<file path="src/rtl/scc_defines.vh">
// Register map, field positions, reset values and timing counts for the sample clock control
`ifndef SCC_DEFINES_VH
`define SCC_DEFINES_VH

`define SCC_ADDR_W 8
`define SCC_DATA_W 32

`define SCC_ADDR_FIRST_CONTROL_FUNCTION_REGISTER 8'h00
`define SCC_ADDR_THIRD_CONTROL_FUNCTION_REGISTER 8'h02
`define SCC_ADDR_FOURTH_CONTROL_FUNCTION_REGISTER 8'h03
`define SCC_ADDR_STAT 8'h1B
`define SCC_ADDR_IRQ_STAT 8'h1C
`define SCC_ADDR_IRQ_CLR 8'h1D
`define SCC_ADDR_IRQ_EN 8'h1E

`define SCC_FIRST_CONTROL_FUNCTION_REGISTER_RST 32'h00000000
`define SCC_THIRD_CONTROL_FUNCTION_REGISTER_RST 32'h00000A00
`define SCC_FOURTH_CONTROL_FUNCTION_REGISTER_RST 32'h00000000

`define SCC_BIT_VCO_CAL 24
`define SCC_BIT_DAC_CAL 24
`define SCC_BIT_SYNC_EN 25
`define SCC_BIT_PLL_EN 18
`define SCC_BIT_DIV_PATH 17
`define SCC_BIT_EDGE_SEL 16
`define SCC_BIT_DOUBLER 19
`define SCC_BIT_LOCK_EN 2
`define SCC_FLD_N_LSB 8
`define SCC_FLD_N_MSB 15
`define SCC_FLD_DIV_LSB 20
`define SCC_FLD_DIV_MSB 21
`define SCC_BIT_LOCKED 24
`define SCC_BIT_VCO_BUSY 0
`define SCC_BIT_DAC_BUSY 1

`define SCC_DIV_BYPASS 2'h0
`define SCC_DIV_2 2'h1
`define SCC_DIV_4 2'h2
`define SCC_DIV_8 2'h3

`define SCC_IRQ_VCO_DONE 0
`define SCC_IRQ_DAC_DONE 1
`define SCC_IRQ_LOCK_GAIN 2
`define SCC_IRQ_LOCK_LOSS 3
`define SCC_IRQ_W 4

`define SCC_DAC_CAL_PERIODS 469632
`define SCC_SYNC_CAL_PERIODS 16
`define SCC_VCO_CAL_CYCLES 1000

`endif

</file>
<file path="src/rtl/scc_sample_clock_ctrl.v">
// Sample clock source selection, reference routing, lock status and calibration sequencing
//
// Decided for this implementation: strobed register access and the register offsets.
`include "scc_defines.vh"

module scc_sample_clock_ctrl #(
    parameter DAC_CAL_CYCLES = `SCC_DAC_CAL_PERIODS,
    parameter SYNC_CAL_EDGES = `SCC_SYNC_CAL_PERIODS,
    parameter VCO_CAL_CYCLES = `SCC_VCO_CAL_CYCLES
) (
    input wire clk,
    input wire reset,
    input wire [`SCC_ADDR_W-1:0] addr,
    input wire [`SCC_DATA_W-1:0] wdata,
    input wire wr,
    input wire rd,
    output reg [`SCC_DATA_W-1:0] rdata,
    input wire ref_clk_in,
    input wire pll_lock_in,
    input wire sync_clk_in,
    output reg sample_clk_from_pll,
    output reg pll_enable_out,
    output reg [8:0] pll_mult,
    output reg pll_in,
    output reg vco_cal_busy,
    output reg dac_cal_busy,
    output reg irq
);

    localparam ST_IDLE = 2'h0;
    localparam ST_BASE = 2'h1;
    localparam ST_SYNC = 2'h2;

    reg [`SCC_DATA_W-1:0] first_control_function_register;
    reg [`SCC_DATA_W-1:0] third_control_function_register;
    reg [`SCC_DATA_W-1:0] fourth_control_function_register;
    reg [`SCC_IRQ_W-1:0] irq_status;
    reg [`SCC_IRQ_W-1:0] irq_enable;

    // Synchronisers for asynchronous pins
    reg ref_meta;
    reg ref_sync;
    reg ref_prev;
    reg lock_meta;
    reg lock_sync;
    reg sync_meta;
    reg sync_sync;
    reg sync_prev;

    always @(posedge clk) begin
        if (reset) begin
            ref_meta <= 1'b0;
            ref_sync <= 1'b0;
            ref_prev <= 1'b0;
            lock_meta <= 1'b0;
            lock_sync <= 1'b0;
            sync_meta <= 1'b0;
            sync_sync <= 1'b0;
            sync_prev <= 1'b0;
        end else begin
            ref_meta <= ref_clk_in;
            ref_sync <= ref_meta;
            ref_prev <= ref_sync;
            lock_meta <= pll_lock_in;
            lock_sync <= lock_meta;
            sync_meta <= sync_clk_in;
            sync_sync <= sync_meta;
            sync_prev <= sync_sync;
        end
    end

    wire ref_rise = ref_sync & ~ref_prev;
    wire ref_fall = ~ref_sync & ref_prev;
    wire sync_rise = sync_sync & ~sync_prev;

    wire pll_en = third_control_function_register[`SCC_BIT_PLL_EN];
    wire div_path = third_control_function_register[`SCC_BIT_DIV_PATH];
    wire edge_sel = third_control_function_register[`SCC_BIT_EDGE_SEL];
    wire doubler = third_control_function_register[`SCC_BIT_DOUBLER];
    wire lock_en = third_control_function_register[`SCC_BIT_LOCK_EN];
    wire [7:0] fb_n = third_control_function_register[`SCC_FLD_N_MSB:`SCC_FLD_N_LSB];
    wire [1:0] div_sel = third_control_function_register[`SCC_FLD_DIV_MSB:`SCC_FLD_DIV_LSB];
    wire sync_en = fourth_control_function_register[`SCC_BIT_SYNC_EN];
    wire vco_bit = first_control_function_register[`SCC_BIT_VCO_CAL];
    wire dac_bit = fourth_control_function_register[`SCC_BIT_DAC_CAL];

    wire locked = pll_en & lock_en & lock_sync;

    // Register writes
    always @(posedge clk) begin
        if (reset) begin
            first_control_function_register <= `SCC_FIRST_CONTROL_FUNCTION_REGISTER_RST;
            third_control_function_register <= `SCC_THIRD_CONTROL_FUNCTION_REGISTER_RST;
            fourth_control_function_register <= `SCC_FOURTH_CONTROL_FUNCTION_REGISTER_RST;
            irq_enable <= {`SCC_IRQ_W{1'b0}};
        end else if (wr) begin
            case (addr)
                `SCC_ADDR_FIRST_CONTROL_FUNCTION_REGISTER: first_control_function_register <= wdata;
                `SCC_ADDR_THIRD_CONTROL_FUNCTION_REGISTER: third_control_function_register <= wdata;
                `SCC_ADDR_FOURTH_CONTROL_FUNCTION_REGISTER: fourth_control_function_register <= wdata;
                `SCC_ADDR_IRQ_EN: irq_enable <= wdata[`SCC_IRQ_W-1:0];
                default: ;
            endcase
        end
    end

    // Reference routing toward the PLL input
    reg [2:0] div_cnt;
    always @(posedge clk) begin
        if (reset) begin
            div_cnt <= 3'h0;
        end else if (ref_fall) begin
            // Counting falling edges means the divider is clocked by the inverted reference
            div_cnt <= div_cnt + 3'h1;
        end
    end

    reg next_pll_in;
    always @* begin
        next_pll_in = 1'b0;
        if (div_path) begin
            case (div_sel)
                `SCC_DIV_BYPASS: next_pll_in = ~ref_sync;
                `SCC_DIV_2: next_pll_in = div_cnt[0];
                `SCC_DIV_4: next_pll_in = div_cnt[1];
                `SCC_DIV_8: next_pll_in = div_cnt[2];
                default: next_pll_in = 1'b0;
            endcase
        end else if (doubler) begin
            // One pulse per reference edge: two per period, so the rate doubles
            next_pll_in = ref_rise | ref_fall;
        end else begin
            next_pll_in = edge_sel ? ~ref_sync : ref_sync;
        end
    end

    always @(posedge clk) begin
        if (reset) begin
            pll_in <= 1'b0;
            sample_clk_from_pll <= 1'b0;
            pll_enable_out <= 1'b0;
            pll_mult <= 9'h000;
        end else begin
            pll_in <= next_pll_in;
            sample_clk_from_pll <= pll_en;
            pll_enable_out <= pll_en;
            pll_mult <= {fb_n, 1'b0};
        end
    end

    // Calibration triggers: only a zero-to-one change of the stored bit starts one
    reg vco_bit_q;
    reg dac_bit_q;
    always @(posedge clk) begin
        if (reset) begin
            vco_bit_q <= 1'b0;
            dac_bit_q <= 1'b0;
        end else begin
            vco_bit_q <= vco_bit;
            dac_bit_q <= dac_bit;
        end
    end
    wire vco_start = vco_bit & ~vco_bit_q;
    wire dac_start = dac_bit & ~dac_bit_q;

    // Oscillator calibration timer
    reg [15:0] vco_cnt;
    reg vco_done;
    always @(posedge clk) begin
        if (reset) begin
            vco_cnt <= 16'h0000;
            vco_cal_busy <= 1'b0;
            vco_done <= 1'b0;
        end else begin
            vco_done <= 1'b0;
            if (vco_start) begin
                vco_cnt <= VCO_CAL_CYCLES[15:0] - 16'h0001;
                vco_cal_busy <= 1'b1;
            end else if (vco_cal_busy) begin
                if (vco_cnt == 16'h0000) begin
                    vco_cal_busy <= 1'b0;
                    vco_done <= 1'b1;
                end else begin
                    vco_cnt <= vco_cnt - 16'h0001;
                end
            end
        end
    end

    // Converter timing calibration; a new trigger restarts a running one
    reg [1:0] dac_state;
    reg [19:0] dac_cnt;
    reg [4:0] sync_cnt;
    reg dac_done;
    always @(posedge clk) begin
        if (reset) begin
            dac_state <= ST_IDLE;
            dac_cnt <= 20'h00000;
            sync_cnt <= 5'h00;
            dac_cal_busy <= 1'b0;
            dac_done <= 1'b0;
        end else begin
            dac_done <= 1'b0;
            if (dac_start) begin
                dac_state <= ST_BASE;
                dac_cnt <= DAC_CAL_CYCLES[19:0] - 20'h00001;
                dac_cal_busy <= 1'b1;
            end else begin
                case (dac_state)
                    ST_IDLE: ;
                    ST_BASE: begin
                        if (dac_cnt != 20'h00000) begin
                            dac_cnt <= dac_cnt - 20'h00001;
                        end else if (sync_en) begin
                            dac_state <= ST_SYNC;
                            sync_cnt <= SYNC_CAL_EDGES[4:0];
                        end else begin
                            dac_state <= ST_IDLE;
                            dac_cal_busy <= 1'b0;
                            dac_done <= 1'b1;
                        end
                    end
                    ST_SYNC: begin
                        // Sync clock periods are counted by their rising edges
                        if (sync_cnt == 5'h00) begin
                            dac_state <= ST_IDLE;
                            dac_cal_busy <= 1'b0;
                            dac_done <= 1'b1;
                        end else if (sync_rise) begin
                            sync_cnt <= sync_cnt - 5'h01;
                        end
                    end
                    default: begin
                        dac_state <= ST_IDLE;
                        dac_cal_busy <= 1'b0;
                    end
                endcase
            end
        end
    end

    // Interrupt status: a set in the same cycle as a clear wins
    reg locked_q;
    always @(posedge clk) begin
        if (reset) begin
            locked_q <= 1'b0;
        end else begin
            locked_q <= locked;
        end
    end

    wire [`SCC_IRQ_W-1:0] irq_events = {locked_q & ~locked, locked & ~locked_q,
                                         dac_done, vco_done};
    wire [`SCC_IRQ_W-1:0] irq_clr = (wr && addr == `SCC_ADDR_IRQ_CLR) ?
                                    wdata[`SCC_IRQ_W-1:0] : {`SCC_IRQ_W{1'b0}};
    wire [`SCC_IRQ_W-1:0] next_irq_status = (irq_status & ~irq_clr) | irq_events;

    always @(posedge clk) begin
        if (reset) begin
            irq_status <= {`SCC_IRQ_W{1'b0}};
            irq <= 1'b0;
        end else begin
            irq_status <= next_irq_status;
            irq <= |(next_irq_status & irq_enable);
        end
    end

    // Read port: data appear in the cycle after the strobe only
    reg [`SCC_DATA_W-1:0] next_rdata;
    always @* begin
        next_rdata = {`SCC_DATA_W{1'b0}};
        case (addr)
            `SCC_ADDR_FIRST_CONTROL_FUNCTION_REGISTER: next_rdata = first_control_function_register;
            `SCC_ADDR_THIRD_CONTROL_FUNCTION_REGISTER: next_rdata = third_control_function_register;
            `SCC_ADDR_FOURTH_CONTROL_FUNCTION_REGISTER: next_rdata = fourth_control_function_register;
            `SCC_ADDR_STAT: begin
                next_rdata[`SCC_BIT_LOCKED] = locked;
                next_rdata[`SCC_BIT_VCO_BUSY] = vco_cal_busy;
                next_rdata[`SCC_BIT_DAC_BUSY] = dac_cal_busy;
            end
            `SCC_ADDR_IRQ_STAT: next_rdata[`SCC_IRQ_W-1:0] = irq_status;
            `SCC_ADDR_IRQ_EN: next_rdata[`SCC_IRQ_W-1:0] = irq_enable;
            default: next_rdata = {`SCC_DATA_W{1'b0}};
        endcase
    end

    always @(posedge clk) begin
        if (reset) begin
            rdata <= {`SCC_DATA_W{1'b0}};
        end else if (rd) begin
            rdata <= next_rdata;
        end else begin
            rdata <= {`SCC_DATA_W{1'b0}};
        end
    end

endmodule // scc_sample_clock_ctrl

</file>
<file path="config.mk">
export PLATFORM = sky130hd
export DESIGN_NAME = scc_sample_clock_ctrl
export DESIGN_NICKNAME = d
export VERILOG_FILES = /design/src/rtl/scc_sample_clock_ctrl.v
export VERILOG_INCLUDE_DIRS = /design/src /design/src/rtl
export SDC_FILE = /design/constraint.sdc
export NUM_CORES = 1
export LEC_CHECK = 0
export BUFFER_PORTS_ARGS = -buffer_cell sky130_fd_sc_hd__buf_2
export CORE_MARGIN = 2
export CORE_UTILIZATION = 55
export CTS_CLUSTER_DIAMETER = 60
export DETAILED_ROUTE_END_ITERATION = 10
export HOLD_SLACK_MARGIN = 0.06
export PLACE_DENSITY = 0.85
export SETUP_SLACK_MARGIN = 0.4
export SLEW_MARGIN = 20
export SYNTH_ARGS = -nofsm -noshare
export SYNTH_HDL_FRONTEND = slang
export SYNTH_SLANG_ARGS = --single-unit
</file>
<file path="constraint.sdc">
create_clock -name clk -period 6.3 [get_ports clk]
set_input_delay 1.26 -clock clk [delete_from_list [all_inputs] [get_ports clk]]
set_output_delay 1.26 -clock clk [all_outputs]
set_load 0.02 [all_outputs]
</file>
### Word-level counts from Yosys, hierarchy flattened

Cells that the tools add are included.

| storage, ports and cells | value |
|---|---|
| bits in registers | 209 |
| word-level logic and storage cells | 152 |
| input port bits | 47 |
| output and inout bits | 47 |

| operators by class | value |
|---|---|
| add/sub/neg operators | 4 |
| reduce and logical (&&, ||, !) cells | 28 |
| bitwise operators | 26 |
| mux-type cells | 39 |
| equality and inequality tests | 21 |

Operators by type and width:

| cell | number |
|---|---|
| $pmux 20 s3 | 1 |
| $mux 19 | 3 |
| $eq 8x5->1 const B | 4 |
| $mux 10 | 3 |
| $pmux 7 s3 | 1 |
| $mux 5 | 4 |
| $reduce_bool 20->1 | 1 |
| $sub 20x1->20 const B | 1 |
| $eq 8x2->1 const B | 2 |
| $logic_not 16->1 | 1 |
| $reduce_and 2->1 | 8 |
| $sub 16x1->16 const B | 1 |
| $mux 1 | 15 |
| $ne 2x2->1 const B | 7 |
| $not 1->1 | 12 |
| $pmux 2 s6 | 1 |
| $pmux 2 s5 | 1 |
| $pmux 5 s2 | 1 |
| $and 1x1->1 | 9 |
| $ne 3x3->1 const B | 3 |
| $and 4x4->4 | 2 |
| $logic_not 8->1 | 1 |
| $pmux 1 s4 | 2 |
| $reduce_bool 2->1 | 4 |
| other kinds (21) | 30 |

### Logic depth before layout (Yosys ltp)

Gate-level depths: netlist of the first run.

| logic depth | value |
|---|---|
| word-level depth | 8 |
| mapped depth | 8 |
| mapped depth without buffers | 7 |

### Least setup slack after synthesis of the first run

No wires, ideal clock.

| timing path | value |
|---|---|
| kind | input to register |
| start | input addr[5] |
| end | register irq |
| slack | 3.467 ns |
| arrival time | 2.712 ns |
| stages | 6 |
| data required time | 6.178 ns |
| library setup time | 0.122 ns |
| path buffers | 1 |
| cell sequence | or3_1 > clkbuf_1 > nor4_4 > a21bo_2 > a21oi_1 > a221o_1 |

| between the ends | value |
|---|---|
| longest elaborated chain between the ends | 8 |

RTL lines:

| item | line | text |
|---|---|---|
| from (decl) | scc_sample_clock_ctrl.v:13 | `` input wire [`SCC_ADDR_W-1:0] addr, `` |
| $eq 8x5->1 (no source line) | -- |  |
| $logic_and 1x1->1 (no source line) | -- |  |
| $mux 4 | scc_sample_clock_ctrl.v:254 | `` wire [`SCC_IRQ_W-1:0] irq_clr = (wr && addr == `SCC_ADDR_IRQ_CLR) ? `` |
| $not 4->4 | scc_sample_clock_ctrl.v:256 | `` wire [`SCC_IRQ_W-1:0] next_irq_status = (irq_status & ~irq_clr) \| irq_events; `` |
| $and 4x4->4 | scc_sample_clock_ctrl.v:256 |  |
| $or 4x4->4 | scc_sample_clock_ctrl.v:256 |  |
| $and 4x4->4 | scc_sample_clock_ctrl.v:264 | `irq <= \|(next_irq_status & irq_enable);` |
| $reduce_or 4->1 | scc_sample_clock_ctrl.v:264 |  |
| to (signal assigned) | scc_sample_clock_ctrl.v:264 |  |
| to (decl) | scc_sample_clock_ctrl.v:27 | `output reg irq` |

Every way passes these cells.
A chain may end at the register's enable or synchronous reset.

### Worst setup path in the final report of the first run

| timing path | value |
|---|---|
| start | input addr[1] |
| end | register third_control_function_register[24] |

| between the ends | value |
|---|---|
| longest elaborated chain between the ends | 2 |

RTL lines:

| item | line | text |
|---|---|---|
| $eq 8x2->1 | scc_sample_clock_ctrl.v:97 | `case (addr)` |
| $reduce_and 2->1 (no source line) | -- |  |
| to (signal assigned) | scc_sample_clock_ctrl.v:93 | `` third_control_function_register <= `SCC_THIRD_CONTROL_FUNCTION_REGISTER_RST; `` |
| to (signal assigned) | scc_sample_clock_ctrl.v:99 | `` `SCC_ADDR_THIRD_CONTROL_FUNCTION_REGISTER: third_control_function_register <= wdata; `` |
| to (decl) | scc_sample_clock_ctrl.v:35 | `` reg [`SCC_DATA_W-1:0] third_control_function_register; `` |

Every way passes these cells.

==> results of run 1 <==
==> synth_stat cells, types with 3 or more instances <==
library cell  instances
nor2_1               67
mux2_2               33
nand2b_1              8
nor4_1                4
o211ai_1              8
a311oi_1              4
nor3_1               13
and3_1                5
a22o_1                3
nor4_2                3
or4_1                 8
nand4b_1              3
nor2b_1              21
and2_1                4
nand3_1              22
o31ai_1               4
or3_1                 7
a32oi_1               3
a211oi_1              3
buf_1                 3
a22oi_1              29
inv_1                15
xnor2_1               3
ha_1                 11
a31oi_1               7
nor4_4                3
clkbuf_1             55
nor3b_1               3
nand2_1             217
o21ai_0              10
a21oi_1             136
xor2_1               22
buf_2                 4
nand3b_1              8
nand4_1              10
dfxtp_1             208
==> per-stage QoR <==
stage	instance area [sq um]	hold slack (ns)	utilization	std cells
floorplan	8520	0.414	-	994
global placement	9040	0.425	0.597	1219
detailed placement	9040	0.425	0.597	1219
CTS	9700	0.424	0.641	1256
global route	9710	0.456	0.641	1256
finish	9710	0.426	0.641	1256
==> power groups by stage <==
stage                     Combinational, W  Sequential (W)  Clock [W]
after floorplan                  0.0000445         0.00135          0
after global placement           0.0000814         0.00135          0
after detailed placement         0.0000822         0.00135          0
after CTS                        0.0000826         0.00132    0.00121
after global routing             0.0000899         0.00132    0.00126
final                            0.0000843         0.00132    0.00119
==> critical path: stages <==
cell and delay (ns):
buf_2 0.64, nand3_1 0.27, nor3b_2 0.79, buf_4 0.42, nand2_1 0.11, a21oi_1 0.16
==> metal layers <==
metal,GRT usage,wire (um)
met1,0.316,8700
met2,0.417,9840
met3,0.0387,1370
met4,0.0892,584
met5,0,11
==> layout make-up <==
type,instances,share of cell area
tap,188,0.0242
timing repair buffer,102,0.0554
clock buffer,32,0.0648
inverter,15,0.00580
sequential,208,0.429
multi-input combinational,706,0.418
clock inverter,5,0.00322
==> state kept, by name (all words and copies together), names as in the netlist, 2 cells and up <==
| register | flops |
|---|---|
| sync_cnt | 5 |
| first_control_function_register | 32 |
| div_cnt | 3 |
| rdata | 32 |
| vco_cnt | 16 |
| third_control_function_register | 32 |
| dac_cnt | 20 |
| fourth_control_function_register | 32 |
| irq_enable | 4 |
| irq_status | 4 |
| pll_mult | 8 |
| dac_state | 2 |
==> final timing paths <==
check / cells past startpoint / startpoint / end
min reg2reg: 1 / ref_meta / ref_sync
max: 6 / addr[1] / third_control_function_register[24]
min: 1 / ref_meta / ref_sync
max reg2reg: 5 / dac_cnt[16] / dac_cnt[1]
==> logic make-up after synthesis <==
family / Yosys count
simple gates: 411
compound gates: 223
flops: 208
buf+inv: 80
mux: 35
xor+xnor: 25
fa+ha+maj: 11
other cells: 1
==> key figures, run 1 <==
Setup path
  • CP max FO: 39
  • Crit path DAT: 3.69 ns
  • Critical path type: primary input to flip-flop
  • Crit start category: primary input
  • R2r setup slk: 3.82 ns
  • CP required: 6.72 ns
  • Critical path endpoint category: flip-flop

Clocking
  • Post-CTS sizing: 0
  • Root buffer cell: clkbuf_16
  • CTS Buf Count: 22
  • Post-CTS setup buffer count: 0
  • Clock Sinks: 208
  • Clk buf depth: 3
  • CTS Hold Buffers Added: 0
  • Clock-pin slew on the worst setup and hold paths: roughly 0.060 ns
  • Clk Latency, worst-skew pair: 0.50 ns
  • CTS tree: done
  • H-tree levels: 1

Floorplanning
  • DIE WIDTH: 128 um
  • Boundary Pins: 94
  • Total core area: 15100 sq um
  • Num rows: 45
  • Initial Util: 0.563
  • Die span in y: 128 um
  • Die area: ~17000 sq um

Drt
  • Routed Antenna Nets: 0
  • Vias per inst: 5.82
  • Wire per inst: around 16 um
  • Initial DRT Pass Iterations: 6
  • # DRC: 0
  • Via Count: 7304
  • Routed wire length: between 20 and 25 mm
  • Iter 0 DRT Violations: roughly 610

STA
  • Clock Skew: 0.00976 ns
  • Slew @ Worst Pin: 1.08 ns
  • Period utilization: 0.519
  • RSZ-0062 raised after global routing: no
  • PnR worst setup slack: 3.03 ns
  • Crit path time final: approximately 3.3 ns
  • Max-slew headroom: 0.277
  • Setup TNS: 0 ns
  • FMAX: 0.306 GHz
  • Final setup vio count: 0
  • Max-slew violations: 0
  • Final Hold Violating Endpoints: 0

Power and ir drop
  • LEAKAGE: 3.51 nW
  • Cell Int Power: 0.00203 W
  • Switching Share: 0.216
  • Power per cell area: 267 nW/um^2
  • VDD IR-drop max: 226 uV
  • Tot Pwr: between 0.002 and 0.003 W
  • Sequential share of power: 0.509
  • Comb power frac: 0.033
  • Switching Power: 0.000560 W
  • Clk network pwr share: 0.458

Final layout
  • Final nets: around 1100
  • Most common cell after layout, fill and taps aside: nand2_1
  • FILL cells: 1201
  • Area of the multi-input gates: 4060 sq um
  • Diode count: 0
  • Area Overhead vs Synth: 14.0%
  • Commonest non-fill, non-tap cells in the layout: nand2_1, dfxtp_1, a21oi_1
  • Seq. cell area: ~4200 sq um
  • Layout cells sized above 1: 0.176

Logic synthesis
  • Post-Synth XOR/XNOR Area: 0.0257
  • Syn Inst Count: 994
  • Flops & latches, synth: 208
  • Leading area contributor after synthesis: dfxtp_1
  • Synthesized cell area: 8520 sq um
  • Syn Nets: 1052
  • Synth Flop Type: dfxtp_1
  • EDFF count, synth: 0
  • Compound-Gate Fraction of Synth Area: 0.157
  • Post-Syn Area per Cell: 8.57 sq um
  • Synth Area in Simple Gates: 0.227
  • Top cells by area, synth: dfxtp_1, nand2_1, a21oi_1
  • Seq/Total Area, Yosys: 0.489
  • Post-synthesis mux area share: 0.0474
  • Synth async-reset ratio: 0
  • Post-synth cell types: 58
  • Main combinational cell family by area after synthesis: simple AND/OR/NAND/NOR gates
  • Yosys warns: 0
  • Adder-cell share of the synthesized area: 0.0161
  • Yosys top cell area share: 0.489

Place
  • Port bufs: approximately 90
  • Worst slack at placement: 2.60 ns
  • DP HPWL: 12.8 mm
  • Gp weighted congestion: 0.842

Global routing
  • GRT Util Overall: 0.245
  • Number of global-route vias before repair: 6815
  • Overflow after GRT: 0
  • First-pass GRT wire length: 33.0 mm
  • Initial antenna violation count: 2
  • Largest net degree at the start of global routing: 104

Status
  • Status: finished, final reports clean

Hold path
  • HP Class: flip-flop to flip-flop

Run
  • Maxcap violations: 0
Power figures use the tool's default switching activity.
==> run 2, diff against run 1 <==
- ABC_AREA: unset -> 1
- CORE_UTILIZATION: 55 -> 53
- clock period: 6.3 -> 2.9 ns (I/O delays scaled with it)
==> run 2 against run 1 <==
Via count rose by 12%. Combinational power rose to 2.7 times the previous value. Non-clock buffer count is 4 lower. Clock skew up 0.0065 ns. Clock power rose by 140%. Highest routed layer unchanged. Setup slack worse by 2.1 ns. First-iteration DRC count grew 4.9%. Global-route usage shrank 0.86 points. Design area up 5.3%. Sequential share of layout area shrank 2.1 points.
==> key figures, run 2 <==
Drt
  • Routed wire length: 21.2 mm (was 20.5 mm)
  • Vias per inst: 5.28 (was 5.82)
  • # DRC: 0 (unchanged)
  • Iter 0 DRT Violations: 639 (was 609)
  • Initial DRT Pass Iterations: 5 (was 6)
  • Routed Antenna Nets: 0 (unchanged)
  • Wire per inst: 13.7 um (was 16.3 um)
  • Via Count: 8176 (was 7304)

Logic synthesis
  • Most frequent cell after synthesis: nor2_1 (was nand2_1)
  • Syn Nets: 1298 (was 1052)
  • Leading area contributor after synthesis: dfxtp_1 (unchanged)
  • Synth Flop Type: dfxtp_1 (unchanged)
  • Top cells by area, synth: dfxtp_1, nor2_1, nand2_1 (was dfxtp_1, nand2_1, a21oi_1)
  • Yosys top cell area share: 0.464 (was 0.489)
  • Post-Syn Area per Cell: 7.23 sq um (was 8.57 sq um)
  • Post-synth top cells: nor2_1, nand2_1, dfxtp_1 (was nand2_1, dfxtp_1, a21oi_1)
  • Post-synth cell types: 42 (was 58)
  • Yosys warns: 0 (unchanged)
  • EDFF count, synth: 0 (unchanged)
  • Syn Inst Count: 1240 (was 994)
  • Flops & latches, synth: 208 (unchanged)
  • Synthesized cell area: 8970 sq um (was 8520 sq um)
  • Seq/Total Area, Yosys: 0.464 (was 0.489)
  • Synth async-reset ratio: 0 (unchanged)

STA
  • Worst hold slack: 0.276 ns (was 0.426 ns)
  • Slew @ Worst Pin: 0.987 ns (was 1.08 ns)
  • Crit path time final: slightly above 2 ns
  • PnR worst setup slack: 0.887 ns (was 3.03 ns)
  • Final setup vio count: 0 (unchanged)
  • Clock Skew: 0.0162 ns (was 0.00976 ns)
  • Period utilization: 0.694
  • Max-slew violations: 0 (unchanged)
  • Max-slew headroom: 0.342 (was 0.277)
  • RSZ-0062 raised after global routing: no (unchanged)
  • Setup TNS: 0 ns (unchanged)
  • Final Hold Violating Endpoints: 0 (unchanged)
  • FMAX: 0.497 GHz

Run
  • Maxcap violations: 0 (unchanged)

Power and ir drop
  • VDD IR-drop max: 519 uV (was 226 uV)
  • Power per cell area: 578 nW/um^2 (was 267 nW/um^2)
  • Tot Pwr: 0.00591 W (was 0.00259 W)
  • LEAKAGE: 4.91 nW (was 3.51 nW)

Setup path
  • Crit path top cell by count: nand3_1
  • Worst path bufs/invs: 2 (unchanged)
  • Crit start category: flip-flop (was primary input)
  • Path depth of the worst reg2reg path: 10 (was 5)
  • CP max FO: 19 (was 39)
  • Critical path endpoint category: flip-flop (unchanged)
  • CP Cell Sequence: inv_1 -> ha_1 -> nand2_1 -> nor2_1 -> nand3_4 -> nand2_4 -> inv_2 -> nand3_1 -> nand3_1 -> and2_1 (was buf_2 -> nand3_1 -> nor3b_2 -> buf_4 -> nand2_1 -> a21oi_1)
  • Largest stage delay, worst path: 0.36 ns (was 0.79 ns)
  • Cell family with most CP delay: simple AND/OR/NAND/NOR gates (unchanged)
  • Crit-path slowest cell: dfxtp_1 (was nor3b_2)
  • Critical path depth: 10 (was 6)
  • Critical path type: flip-flop to flip-flop (was primary input to flip-flop)
  • CP required: 3.30 ns (was 6.72 ns)
  • Crit path DAT: 2.41 ns (was 3.69 ns)

Clocking
  • Post-CTS setup buffer count: 0 (unchanged)
  • CTS tree: done (unchanged)
  • H-tree levels: 1 (unchanged)
  • CTS Buf Count: 23 (was 22)
  • Clk Latency, worst-skew pair: 0.52 ns (was 0.50 ns)
  • CTS Hold Buffers Added: 0 (unchanged)
  • Clk buf depth: 3 (unchanged)
  • Post-CTS sizing: 0 (unchanged)
  • Clock-pin slew on the worst setup and hold paths: 0.06 ns (about the same)
  • Root buffer cell: clkbuf_16 (unchanged)
  • Clock Sinks: 208 (unchanged)

Global routing
  • Initial antenna violation count: 2 (unchanged)
  • First-pass GRT wire length: 35.5 mm (was 33.0 mm)
  • Largest net degree at the start of global routing: 113 (was 104)
  • Number of global-route vias before repair: 7600 (was 6815)
  • GRT Util Overall: 0.236 (was 0.245)
  • Overflow after GRT: 0 (unchanged)

Final layout
  • Area of the multi-input gates: 4010 sq um (was 4060 sq um)
  • Area Overhead vs Synth: 14.0% (about the same)
  • Final nets: 1370 (was 1113)
  • Commonest non-fill, non-tap cells in the layout: nor2_1, nand2_1, dfxtp_1 (was nand2_1, dfxtp_1, a21oi_1)
  • Diode count: 0 (unchanged)
  • Layout cells sized above 1: 0.126 (was 0.176)
  • Seq. cell area: 4160 sq um (unchanged)
  • FILL cells: 1433 (was 1201)
  • Most common cell after layout, fill and taps aside: nor2_1 (was nand2_1)
  • Fin area: 10200 sq um (was 9710 sq um)

Place
  • Worst slack at placement: 0.560 ns (was 2.60 ns)
  • DP HPWL: 13.6 mm (was 12.8 mm)
  • Placed Area: 9480 sq um (was 9040 sq um)
  • Port bufs: 92 (unchanged)
  • Gp weighted congestion: 0.895 (was 0.842)

Floorplanning
  • Die span in y: 134 um (was 128 um)
  • DIE WIDTH: 134 um (was 128 um)
  • Total core area: 16600 sq um (was 15100 sq um)
  • Boundary Pins: 94 (unchanged)
  • Num rows: 47 (was 45)
  • Initial Util: 0.541 (was 0.563)
  • Die area: 18000 sq um (was 16500 sq um)

Hold path
  • Hold path cells: 3 (was 1)
  • HP Class: primary input to flip-flop (was flip-flop to flip-flop)

Status
  • Status: finished, final reports clean (unchanged)
==> run 2: cell types whose count changed in the layout (fill, tap and decap cells not counted), sizes merged, moves of 9 or more <==
| cell | before | now |
|---|---|---|
| mux2 | 33 | 0 |
| a21oi | 136 | 74 |
| nand3 | 23 | 53 |
| a22oi | 29 | 3 |
| or4 | 9 | 0 |
| o21ai | 11 | 116 |
| inv | 15 | 136 |
| o211ai | 8 | 22 |
| xor2 | 22 | 12 |
| nor2 | 67 | 263 |
| nand2 | 217 | 237 |
| nor2b | 21 | 0 |
==> run 2: area by class of cell <==
| type | count | area share |
|---|---|---|
| Clock buffer | 34 | 0.0672 |
| Sequential cell | 208 | 0.407 |
| Inverter | 136 | 0.0502 |
| Multi-Input combinational cell | 845 | 0.392 |
| Timing Repair Buffer | 98 | 0.0507 |
| Tap cell | 220 | 0.0269 |
| Clock inverter | 7 | 0.00563 |
==> run 2: path summary, 6_finish.rpt <==
check / start / end / slack (ns)
setup / recovery: dac_cnt[0] / dac_cnt[2] / 0.89
setup reg to reg: dac_cnt[0] / dac_cnt[2] / 0.89
hold reg to reg: sync_meta / sync_sync / 0.41
hold / removal: ref_clk_in / ref_meta / 0.28
==> run 2: layer usage <==
layer	global-route usage	part of all wire	vias up
li1	-	-	4102
met1	0.304	0.43	3710
met2	0.393	0.46	288
met3	0.0450	0.070	72
met4	0.0953	0.035	4
met5	0	0.0013	-
==> run 2: logic make-up after synthesis <==
kind of cell	synth area share
AO/OA/AOI/OAI	0.135
XOR/XNOR	0.0147
adder cells (fa/ha/maj)	0.0154
buffers and inverters	0.0883
flip-flops	0.464
other	0.000418
AND/OR/NAND/NOR	0.282
==> run 2: worst register-to-register path: cells and delay by family, from the launching register on <==
kind                     cells  cell delay, ns
AND/OR/NAND/NOR              7            1.02
buffers and inverters        2            0.34
flip-flops                   1            0.36
adder cells (fa/ha/maj)      1            0.19
==> run 2: stage by stage <==
step           utilization  instances
2_1_floorplan            -       1240
3_3_place_gp         0.572       1507
3_5_place_dp         0.572       1507
4_1_cts              0.617       1548
5_1_grt              0.617       1548
6_report             0.617       1548
==> run 2: where the power goes <==
group / internal, W / total (W) / switching, W / leakage (nW)
clock network: 0.00165 / 0.00280 / 0.00115 / 0.373
logic: 0.0000732 / 0.000228 / 0.000154 / 2.86
registers: 0.00287 / 0.00288 / 0.00000970 / 1.68
